**src/inc/mvbf_params.svh**
```systemverilog
// Constants of the measurement value byte framer: offsets, field positions,
// flag codes and timing figures.
// Assumes it is included by its bare name from files that need the numbers.
`ifndef MVBF_PARAMS_SVH
`define MVBF_PARAMS_SVH

// ==========================================================
// Clock and line rates
`define MVBF_CLK_HZ 50000000
`define MVBF_BAUD_HZ 921600
`define MVBF_BAUD_MAX_HZ 1000000

// ==========================================================
// Value layout: three sextets of an 18-bit word
`define MVBF_VALUE_W 18
`define MVBF_SEXTET_W 6
`define MVBF_LOW_LSB 0
`define MVBF_MID_LSB 6
`define MVBF_HIGH_LSB 12

// ==========================================================
// Flag codes in the two top bits of each value byte
`define MVBF_FLAG_LOW 2'h0
`define MVBF_FLAG_MID 2'h1
`define MVBF_FLAG_HIGH_FIRST 2'h2
`define MVBF_FLAG_HIGH_NEXT 2'h3

// ==========================================================
// Block and character framing
`define MVBF_BLOCK_MAX 32
`define MVBF_UART_BITS 10
`define MVBF_SELECT_W 8
`define MVBF_INFO_LEN 5
`define MVBF_CHAR_INFO 8'h49
`define MVBF_CHAR_CR 8'h0d
`define MVBF_CHAR_LF 8'h0a
`define MVBF_CHAR_ZERO 8'h30
`define MVBF_CHAR_ALPHA 8'h37

`endif

```
**src/inc/mvbf_pkg.sv**
```systemverilog
// Types shared by the framer and its buffer.
// Assumes mvbf_params.svh is on the include path.
`include "mvbf_params.svh"

package mvbf_pkg;
  // ==========================================================
  // Types
  typedef logic [7:0] mvbf_byte_t;
  typedef logic [`MVBF_VALUE_W-1:0] mvbf_value_t;

  // Transmit sequencer states
  typedef enum logic [1:0] {
    MVBF_IDLE,
    MVBF_VALUE,
    MVBF_INFO
  } mvbf_state_e;
endpackage

```
**src/inc/mvbf_stream_if.sv**
```systemverilog
// Value stream carrier between the framer top and its two-entry buffer.
// Assumes both ends run on the same clock.
`timescale 1ns/1ps

interface mvbf_stream_if #(
  parameter int W = 18
);
  logic valid;   // Word offered
  logic ready;   // Word accepted when both high
  logic first;   // Word opens a block
  logic last;    // Word closes a block
  logic [W-1:0] data;

  // ==========================================================
  // Ends
  modport src (output valid, output first, output last, output data, input ready);
  modport snk (input valid, input first, input last, input data, output ready);
endinterface

```
**src/verilog/mvbf_framer.sv**
```systemverilog
// Measurement value byte framer: turns 18-bit output values into flagged
// three-byte groups on an 8N1 serial line, and answers the output info query.
// Assumes values, query and measurement ticks come from logic on i_sys_clk.
//
// Behaviour
// Three bytes, flags 00/01/high, six bits each
// High flag 10 first value, 11 after
// Send low, then middle, then high byte
// Block values go out back to back
// Late or overlong block raises runtime error
// Values keep streaming while queries are answered
// Receiver strips flags, rebuilds 16/18-bit word
// Receiver decodes top two bits specially
// Full 18 bits carry value or error
// Query answered with selection; receiver asks
// Every byte framed 8N1
// Up to 1 MBaud, default 921.6 kBaud
// Values binary, command answers ASCII
// Receiver resyncs on flag order
`timescale 1ns/1ps
`include "mvbf_params.svh"

module mvbf_framer import mvbf_pkg::*; #(
  parameter int BAUD_HZ = `MVBF_BAUD_HZ,
  parameter int CLK_HZ = `MVBF_CLK_HZ
) (
  // Clock and reset
  input wire logic i_sys_clk,
  input wire logic i_rst_n,
  // Value stream in
  input wire logic i_val_valid,
  input wire logic [`MVBF_VALUE_W-1:0] i_val_data,
  input wire logic i_val_first,
  input wire logic i_val_last,
  output logic o_val_ready,
  // Measurement timing and command side
  input wire logic i_meas_tick,
  input wire logic i_info_query,
  input wire logic [`MVBF_SELECT_W-1:0] i_out_select,
  // Serial line and status
  output logic o_txd,
  output logic o_runtime_err,
  output logic o_busy
);
  // ==========================================================
  // Timing: one bit time in clock cycles, rounded down
  localparam int BIT_CYCLES = CLK_HZ / BAUD_HZ;
  localparam logic [15:0] BIT_LAST = 16'(BIT_CYCLES - 1);

  // Refuse rates the divider or the line cannot serve
  generate
    if (BAUD_HZ > `MVBF_BAUD_MAX_HZ || BAUD_HZ < 1 || BIT_CYCLES < 1 || BIT_CYCLES > 65536) begin : g_bad_rate
      $error("mvbf_framer baud rate out of range");
    end
  endgenerate

  // ==========================================================
  // Helpers

  // Flag pair above a sextet of payload
  function automatic mvbf_byte_t mvbf_pack(input logic [1:0] flag, input logic [5:0] sextet);
    mvbf_pack = {flag, sextet};
  endfunction

  // ASCII hex digit of a nibble
  function automatic mvbf_byte_t mvbf_hex(input logic [3:0] nib);
    if (nib < 4'ha) begin
      mvbf_hex = `MVBF_CHAR_ZERO + {4'h0, nib};
    end else begin
      mvbf_hex = `MVBF_CHAR_ALPHA + {4'h0, nib};
    end
  endfunction

  // ==========================================================
  // Input buffer: a receiver-side stall loses no value
  mvbf_stream_if #(.W(`MVBF_VALUE_W)) in_s ();
  mvbf_stream_if #(.W(`MVBF_VALUE_W)) out_s ();

  assign in_s.valid = i_val_valid;
  assign in_s.data = i_val_data;
  assign in_s.first = i_val_first;
  assign in_s.last = i_val_last;
  assign o_val_ready = in_s.ready;

  mvbf_pair_buf #(.W(`MVBF_VALUE_W)) u_buf (
    .i_sys_clk(i_sys_clk),
    .i_rst_n(i_rst_n),
    .fill(in_s),
    .drain(out_s)
  );

  // ==========================================================
  // State
  mvbf_state_e state;          // Sequencer state
  mvbf_value_t cur_value;      // Value being sent
  logic cur_first;             // Value opens its block
  logic cur_last;              // Value closes its block
  logic [2:0] byte_idx;        // Byte within the value or answer
  logic in_block;              // A block has started and not closed
  logic [5:0] block_cnt;       // Values sent in the open block
  logic query_pend;            // Query waiting for a gap between blocks
  logic [`MVBF_SELECT_W-1:0] sel_snap; // Selection captured for the answer

  // Serial shifter
  logic [`MVBF_UART_BITS-1:0] tx_shift;
  logic [3:0] tx_bits;         // Bits left in the frame
  logic [15:0] baud_cnt;       // Divider within one bit
  logic tx_busy;
  logic bit_tick;              // One-cycle enable at each bit end
  logic tx_load;               // Start a frame this cycle
  mvbf_byte_t tx_byte;         // Byte to frame

  // Sequencer decisions
  logic take_value;
  logic start_info;
  logic value_first;
  logic overlong;

  // ==========================================================
  // Decisions for the idle sequencer
  // A value is taken whenever one waits and no query is pending outside a block;
  // the query answer slips in only outside a block so a block is never split.
  assign value_first = out_s.first || !in_block;
  assign overlong = in_block && !out_s.first && (block_cnt == 6'(`MVBF_BLOCK_MAX));
  assign take_value = (state == MVBF_IDLE) && out_s.valid && !(query_pend && !in_block);
  assign start_info = (state == MVBF_IDLE) && query_pend && !in_block;
  assign out_s.ready = take_value;

  // Next byte for the line, only meaningful while a frame is loaded
  always_comb begin
    tx_byte = 8'h00;
    unique case (state)
      MVBF_VALUE: begin
        // Low, middle, high in that order
        unique case (byte_idx)
          3'h0: tx_byte = mvbf_pack(`MVBF_FLAG_LOW, cur_value[`MVBF_LOW_LSB +: `MVBF_SEXTET_W]);
          3'h1: tx_byte = mvbf_pack(`MVBF_FLAG_MID, cur_value[`MVBF_MID_LSB +: `MVBF_SEXTET_W]);
          default: begin
            if (cur_first) begin
              tx_byte = mvbf_pack(`MVBF_FLAG_HIGH_FIRST, cur_value[`MVBF_HIGH_LSB +: `MVBF_SEXTET_W]);
            end else begin
              tx_byte = mvbf_pack(`MVBF_FLAG_HIGH_NEXT, cur_value[`MVBF_HIGH_LSB +: `MVBF_SEXTET_W]);
            end
          end
        endcase
      end
      MVBF_INFO: begin
        // ASCII answer: marker, two hex digits of the selection, CR, LF
        unique case (byte_idx)
          3'h0: tx_byte = `MVBF_CHAR_INFO;
          3'h1: tx_byte = mvbf_hex(sel_snap[7:4]);
          3'h2: tx_byte = mvbf_hex(sel_snap[3:0]);
          3'h3: tx_byte = `MVBF_CHAR_CR;
          default: tx_byte = `MVBF_CHAR_LF;
        endcase
      end
      default: tx_byte = 8'h00;
    endcase
  end

  // A frame starts as soon as the shifter is free and a byte is owed
  assign tx_load = !tx_busy && (state != MVBF_IDLE);

  // ==========================================================
  // Sequencer: value and answer byte stepping
  always_ff @(posedge i_sys_clk) begin
    if (!i_rst_n) begin
      state <= MVBF_IDLE;
      byte_idx <= 3'h0;
      cur_value <= '0;
      cur_first <= 1'b0;
      cur_last <= 1'b0;
      sel_snap <= '0;
    end else begin
      unique case (state)
        MVBF_IDLE: begin
          if (start_info) begin
            // Selection is frozen so the two digits agree
            sel_snap <= i_out_select;
            byte_idx <= 3'h0;
            state <= MVBF_INFO;
          end else if (take_value) begin
            cur_value <= out_s.data;
            cur_first <= value_first || overlong;
            cur_last <= out_s.last;
            byte_idx <= 3'h0;
            state <= MVBF_VALUE;
          end
        end
        MVBF_VALUE: begin
          if (tx_load) begin
            if (byte_idx == 3'h2) begin
              state <= MVBF_IDLE;
            end else begin
              byte_idx <= byte_idx + 3'h1;
            end
          end
        end
        MVBF_INFO: begin
          if (tx_load) begin
            if (byte_idx == 3'(`MVBF_INFO_LEN - 1)) begin
              state <= MVBF_IDLE;
            end else begin
              byte_idx <= byte_idx + 3'h1;
            end
          end
        end
      endcase
    end
  end

  // ==========================================================
  // Block tracking: count values and know when a block is open
  always_ff @(posedge i_sys_clk) begin
    if (!i_rst_n) begin
      in_block <= 1'b0;
      block_cnt <= 6'h0;
    end else if (take_value) begin
      // A block closes on its last value; the next value reopens one
      in_block <= !out_s.last;
      if (value_first || overlong) begin
        block_cnt <= 6'h1;
      end else begin
        block_cnt <= block_cnt + 6'h1;
      end
    end
  end

  // ==========================================================
  // Query latch: a new query in the clearing cycle is kept
  always_ff @(posedge i_sys_clk) begin
    if (!i_rst_n) begin
      query_pend <= 1'b0;
    end else if (i_info_query) begin
      query_pend <= 1'b1;
    end else if (start_info) begin
      query_pend <= 1'b0;
    end
  end

  // ==========================================================
  // Runtime error: the next measurement arrived while the previous
  // block was still open or waiting, or a block ran past its limit
  always_ff @(posedge i_sys_clk) begin
    if (!i_rst_n) begin
      o_runtime_err <= 1'b0;
    end else begin
      o_runtime_err <= (i_meas_tick && (in_block || out_s.valid)) || (take_value && overlong);
    end
  end

  // ==========================================================
  // Bit-rate divider: restarts at each frame so the start bit is full
  always_ff @(posedge i_sys_clk) begin
    if (!i_rst_n) begin
      baud_cnt <= 16'h0;
    end else if (tx_load || !tx_busy || bit_tick) begin
      baud_cnt <= 16'h0;
    end else begin
      baud_cnt <= baud_cnt + 16'h1;
    end
  end

  assign bit_tick = tx_busy && (baud_cnt == BIT_LAST);

  // ==========================================================
  // Serial shifter: start bit, eight data bits LSB first, one stop bit
  always_ff @(posedge i_sys_clk) begin
    if (!i_rst_n) begin
      tx_shift <= '1;
      tx_bits <= 4'h0;
      tx_busy <= 1'b0;
    end else if (tx_load) begin
      tx_shift <= {1'b1, tx_byte, 1'b0};
      tx_bits <= 4'(`MVBF_UART_BITS);
      tx_busy <= 1'b1;
    end else if (bit_tick) begin
      tx_shift <= {1'b1, tx_shift[`MVBF_UART_BITS-1:1]};
      tx_bits <= tx_bits - 4'h1;
      if (tx_bits == 4'h1) begin
        tx_busy <= 1'b0;
      end
    end
  end

  // Line level from a flop; idles high between frames
  always_ff @(posedge i_sys_clk) begin
    if (!i_rst_n) begin
      o_txd <= 1'b1;
    end else if (tx_load) begin
      o_txd <= 1'b0;
    end else if (bit_tick) begin
      o_txd <= (tx_bits == 4'h1) ? 1'b1 : tx_shift[1];
    end
  end

  // Busy while anything is owed to the line
  always_ff @(posedge i_sys_clk) begin
    if (!i_rst_n) begin
      o_busy <= 1'b0;
    end else begin
      o_busy <= tx_busy || (state != MVBF_IDLE) || out_s.valid || query_pend;
    end
  end

  // Unused on purpose: the close of a value is tracked at take time
  logic unused_last;
  assign unused_last = cur_last;
endmodule

```
**src/verilog/mvbf_pair_buf.sv**
```systemverilog
// Two-entry buffer for framed values, with valid and ready on both sides.
// Assumes a single clock and a synchronous, active-low reset.
`timescale 1ns/1ps

module mvbf_pair_buf import mvbf_pkg::*; #(
  parameter int W = 18
) (
  // Clock and reset
  input wire logic i_sys_clk,
  input wire logic i_rst_n,
  // Filling and draining sides
  mvbf_stream_if.snk fill,
  mvbf_stream_if.src drain
);
  // ==========================================================
  // Storage: data plus first and last marks, in flip-flops
  logic [W+1:0] mem [2];
  logic wr_ptr;        // Next slot to write
  logic rd_ptr;        // Slot at the head
  logic [1:0] count;   // Words held, 0 to 2
  logic push;
  logic pop;

  generate
    if (W < 1) begin : g_bad_width
      $error("mvbf_pair_buf needs a positive width");
    end
  endgenerate

  // Handshakes are combinational; full and empty come from the count
  assign fill.ready = (count != 2'h2);
  assign drain.valid = (count != 2'h0);
  assign push = fill.valid && fill.ready;
  assign pop = drain.valid && drain.ready;
  assign drain.data = mem[rd_ptr][W-1:0];
  assign drain.first = mem[rd_ptr][W];
  assign drain.last = mem[rd_ptr][W+1];

  // Write slot; storage needs no reset since count guards it
  always_ff @(posedge i_sys_clk) begin
    if (push) begin
      mem[wr_ptr] <= {fill.last, fill.first, fill.data};
    end
  end

  // Pointers and occupancy
  always_ff @(posedge i_sys_clk) begin
    if (!i_rst_n) begin
      wr_ptr <= 1'b0;
      rd_ptr <= 1'b0;
      count <= 2'h0;
    end else begin
      if (push) begin
        wr_ptr <= ~wr_ptr;
      end
      if (pop) begin
        rd_ptr <= ~rd_ptr;
      end
      // Simultaneous push and pop leave the count alone
      if (push && !pop) begin
        count <= count + 2'h1;
      end else if (pop && !push) begin
        count <= count - 2'h1;
      end
    end
  end
endmodule
```
**config.mk**
```make
export PLATFORM = sky130hd
export DESIGN_NAME = mvbf_framer
export DESIGN_NICKNAME = d
export VERILOG_FILES = /design/src/inc/mvbf_pkg.sv /design/src/inc/mvbf_stream_if.sv /design/src/verilog/mvbf_framer.sv /design/src/verilog/mvbf_pair_buf.sv
export VERILOG_INCLUDE_DIRS = /design/src /design/src/inc
export SDC_FILE = /design/constraint.sdc
export NUM_CORES = 1
export LEC_CHECK = 0
export BUFFER_PORTS_ARGS = -buffer_cell sky130_fd_sc_hd__buf_2
export CAP_MARGIN = 0
export CORE_MARGIN = 2
export CORE_UTILIZATION = 35
export CTS_CLUSTER_SIZE = 10
export DETAILED_ROUTE_END_ITERATION = 10
export PLACE_DENSITY_LB_ADDON = 0.3
export SLEW_MARGIN = 40
export SYNTH_ARGS = -nofsm -noshare
export SYNTH_HDL_FRONTEND = slang
export SYNTH_SLANG_ARGS = --single-unit
```
**constraint.sdc**
```tcl
create_clock -name i_sys_clk -period 2.9 [get_ports i_sys_clk]
set_clock_uncertainty 0.15 [all_clocks]
set_input_delay 0.29 -clock i_sys_clk [delete_from_list [all_inputs] [get_ports i_sys_clk]]
set_output_delay 0.29 -clock i_sys_clk [all_outputs]
set_load 0.005 [all_outputs]
```
==> qor.yml <==
sta:
  setup_viol: 0
  rsz0062_at_grt: "false"
  final-max-slew-violation-count: 0
  hold_violations: 0
  worst_pin_slew_ns: 0.665
  finalHoldWorstSlack_ns: 0.0170
  period_share: 0.776
  min_period_ns: 2.25
  relSlewSlack: 0.557
  max_freq_ghz: 0.444
  finalSetupTns_ns: 0
critical_path:
  rrSetupSlack_ns: 0.65
  path_class: "reg -> reg"
  required_ns: 3.09
  cp_max_fo: 11
  start_kind: "flip-flop"
  r2r-end: "byte_idx[2]"
  worst_setup_path_end_kind: "flip-flop"
  reg2reg_from: "state[0]"
  r2r_cells: 7
  cp.arrival_ns: 2.44
global_route:
  gr-total-overflow: 0
  grt_max_degree: 47
  gr-usage-met2: 0.227
  busiest_layer: "met2"
  grt_pass1_wl_um: 18500
  track_usage: 0.144
  use_met3: 0.0480
  antenna_found_initial: 0
  grt_pass1_vias: 3849
  gr-usage-met1: 0.181
synthesis:
  synth_nets: 562
  yosys_warnings: 0
  synth_edf_count: 40
  synth_common_cells: "dfxtp_1, nand2_1, edfxtp_1, mux2i_1, nor2_1"
  synth_top_cell_by_area: "dfxtp_1"
  synthCells: 512
  ys_ff_latch: 117
  ys_seq_area_frac: 0.512
  yosys.area.top_type_share: 0.288
  syn_avg_cell_area_um2: 10.5
  synth_area_um2: 5350
  ys_async_sr_fraction: 0
  yosysMostFrequentCell: "dfxtp_1"
  yosysUniqueCellTypes: 55
  synthTopCellsByArea: "dfxtp_1, edfxtp_1, mux2i_1"
  synth_ff_type: "dfxtp_1"
place:
  place_congestion: 0.823
  port_buffers: 36
  hpwl_um: 7410
power_and_ir_drop:
  p_int_mw: 3.90
  switchingPower_mw: 1.84
  power_frac_seq: 0.397
  power_density_nw_per_um2: 876
  p_clk_frac: 0.337
  total_leakage_power_nw: 2.64
  ir_drop_v: 0.000482
  swShare: 0.321
  pwr-share-comb: 0.266
final_layout:
  diodes: 0
  area_delta_synth_final_pct: 22.4
  nNetsFinal: 629
  drive_gt1_frac: 0.155
die:
  core_area_um2: 15100
  die_h_um: 128
  boundaryPins: 37
  start_util: 0.355
  die_width_um: 128
  die_area_um2: 16300
  num_rows: 45
clocking:
  post_cts_buffers: 0
  clkTransAtPathRegs_ns: 0.05
  htree_levels: 4
  cts_tree: "built"
  clock-sinks: 117
  cts_resized: 0
  clkLatencyLatePin_ns: 0.42
  clk_path_buf_depth: 2
  cts_root_buffer: "clkbuf_16"
  numCtsBuffers: 17
drt:
  dr.first_iter.drc_count: 290
  viasPerCell: 4.98
  routed_wl_um: 10800
  wire_per_inst_um: 13.8
  drt_first_pass_iters: 4
  antenna_violating_nets_post_route: 0
  drc_errors: 0
  route.vias.total: 3884
hold_path:
  hold_path_depth: 3
  hp-class: "in -> reg"
  hp-start: "i_out_select[5]"
  min_to: "sel_snap[5]"
run:
  maxCapViolations: 0
status:
  outcome: "finished clean"
==> layer usage <==
layer  wire (µm)  up-vias  part of all wire
li1            -     1983                 -
met1        5190     1833              0.48
met2        5150       58              0.48
met3         352       10             0.033
met4         104        0            0.0096
met5           0        -                 0
==> sequential cells by signal, summed over array words and instances, names as in the netlist, named ones only <==
register / count
u_buf.mem: 40
cur_value: 18
baud_cnt: 16
sel_snap: 8
tx_shift: 8
block_cnt: 6
tx_bits: 4
byte_idx: 3
state: 2
u_buf.count: 2
cur_first: 1
in_block: 1
o_busy: 1
o_runtime_err: 1
o_txd: 1
query_pend: 1
tx_busy: 1
u_buf.rd_ptr: 1
u_buf.wr_ptr: 1
==> logic make-up after synthesis <==
| family | synth area share |
|---|---|
| fa+ha+maj | 0.0397 |
| xor+xnor | 0.0425 |
| buf+inv | 0.0344 |
| compound gates | 0.142 |
| mux | 0.0486 |
| flops | 0.512 |
| simple gates | 0.180 |
==> what timing repair did <==
action                                  4_1_cts  5_1_grt
endpoints found under the setup margin        0        0
hold buffers                                 28        0
endpoints found under the hold margin        48        0
==> stage by stage <==
step / power, mW / instance area (µm²) / setup slack, ns / util / cells
6_report: 5.74 / 6550 / 0.649 / 0.434 / 780
5_1_grt: 6.12 / 6550 / 0.486 / 0.434 / 780
4_1_cts: 5.81 / 6550 / 0.648 / 0.434 / 780
3_5_place_dp: 3.82 / 5720 / 0.690 / 0.379 / 720
3_3_place_gp: 3.77 / 5720 / 0.792 / 0.379 / 720
2_1_floorplan: 3.42 / 5350 / 0.805 / - / 512
==> worst max-delay path, cell delays in order (launching register included) <==
cell and delay [ns]:
dfxtp_1 0.35, inv_1 0.08, ha_1 0.27, or2_1 0.39
o21ai_0 0.22, nand3_1 0.18, or3b_1 0.37, a21boi_0 0.16
==> worst max-delay path by stage <==
stage,startpoint,to,slack [ns],cells after the start
after floorplan,u_buf.count[0],u_buf.mem[0][0],0.80,3
after global placement,state[0],byte_idx[2],0.79,7
after detailed placement,state[0],byte_idx[2],0.69,7
after CTS,state[0],byte_idx[2],0.65,7
after global routing,state[0],byte_idx[2],0.49,7
final,state[0],byte_idx[2],0.65,7
==> cells in the final DEF, fill, tap and decap left out, types with 17 or more instances in the layout <==
| cell | netlist | final |
|---|---|---|
| dfxtp_1 | 77 | 77 |
| nand3_1 | 18 | 18 |
| edfxtp_1 | 40 | 40 |
| nand2_1 | 68 | 68 |
| dlygate4sd3_1 | 0 | 28 |
| o211a_1 | 21 | 21 |
| o21ai_0 | 20 | 20 |
| nor2_1 | 24 | 23 |
| buf_2 | 8 | 36 |
| mux2i_1 | 26 | 26 |
| clkbuf_16 | 0 | 17 |
| inv_1 | 18 | 18 |
| ha_1 | 17 | 17 |
==> area by class of cell <==
type,count,area (µm²)
clock buffers,20,447
clock inverters,12,104
fillers,1433,8540
inverters,18,67.6
multi-input cells,353,2430
flip-flops and latches,117,2740
well taps,188,235
repair buffers,72,520
==> power groups by stage <==
| stage | combinational (mW) | clock [mW] | sequential, mW |
|---|---|---|---|
| 2_1_floorplan | 1.19 | 0 | 2.23 |
| 3_3_place_gp | 1.47 | 0 | 2.31 |
| 3_5_place_dp | 1.50 | 0 | 2.32 |
| 4_1_cts | 1.54 | 1.99 | 2.28 |
| 5_1_grt | 1.74 | 2.06 | 2.33 |
| 6_report | 1.53 | 1.93 | 2.28 |
No activity file was read; power rests on OpenSTA's default activity.
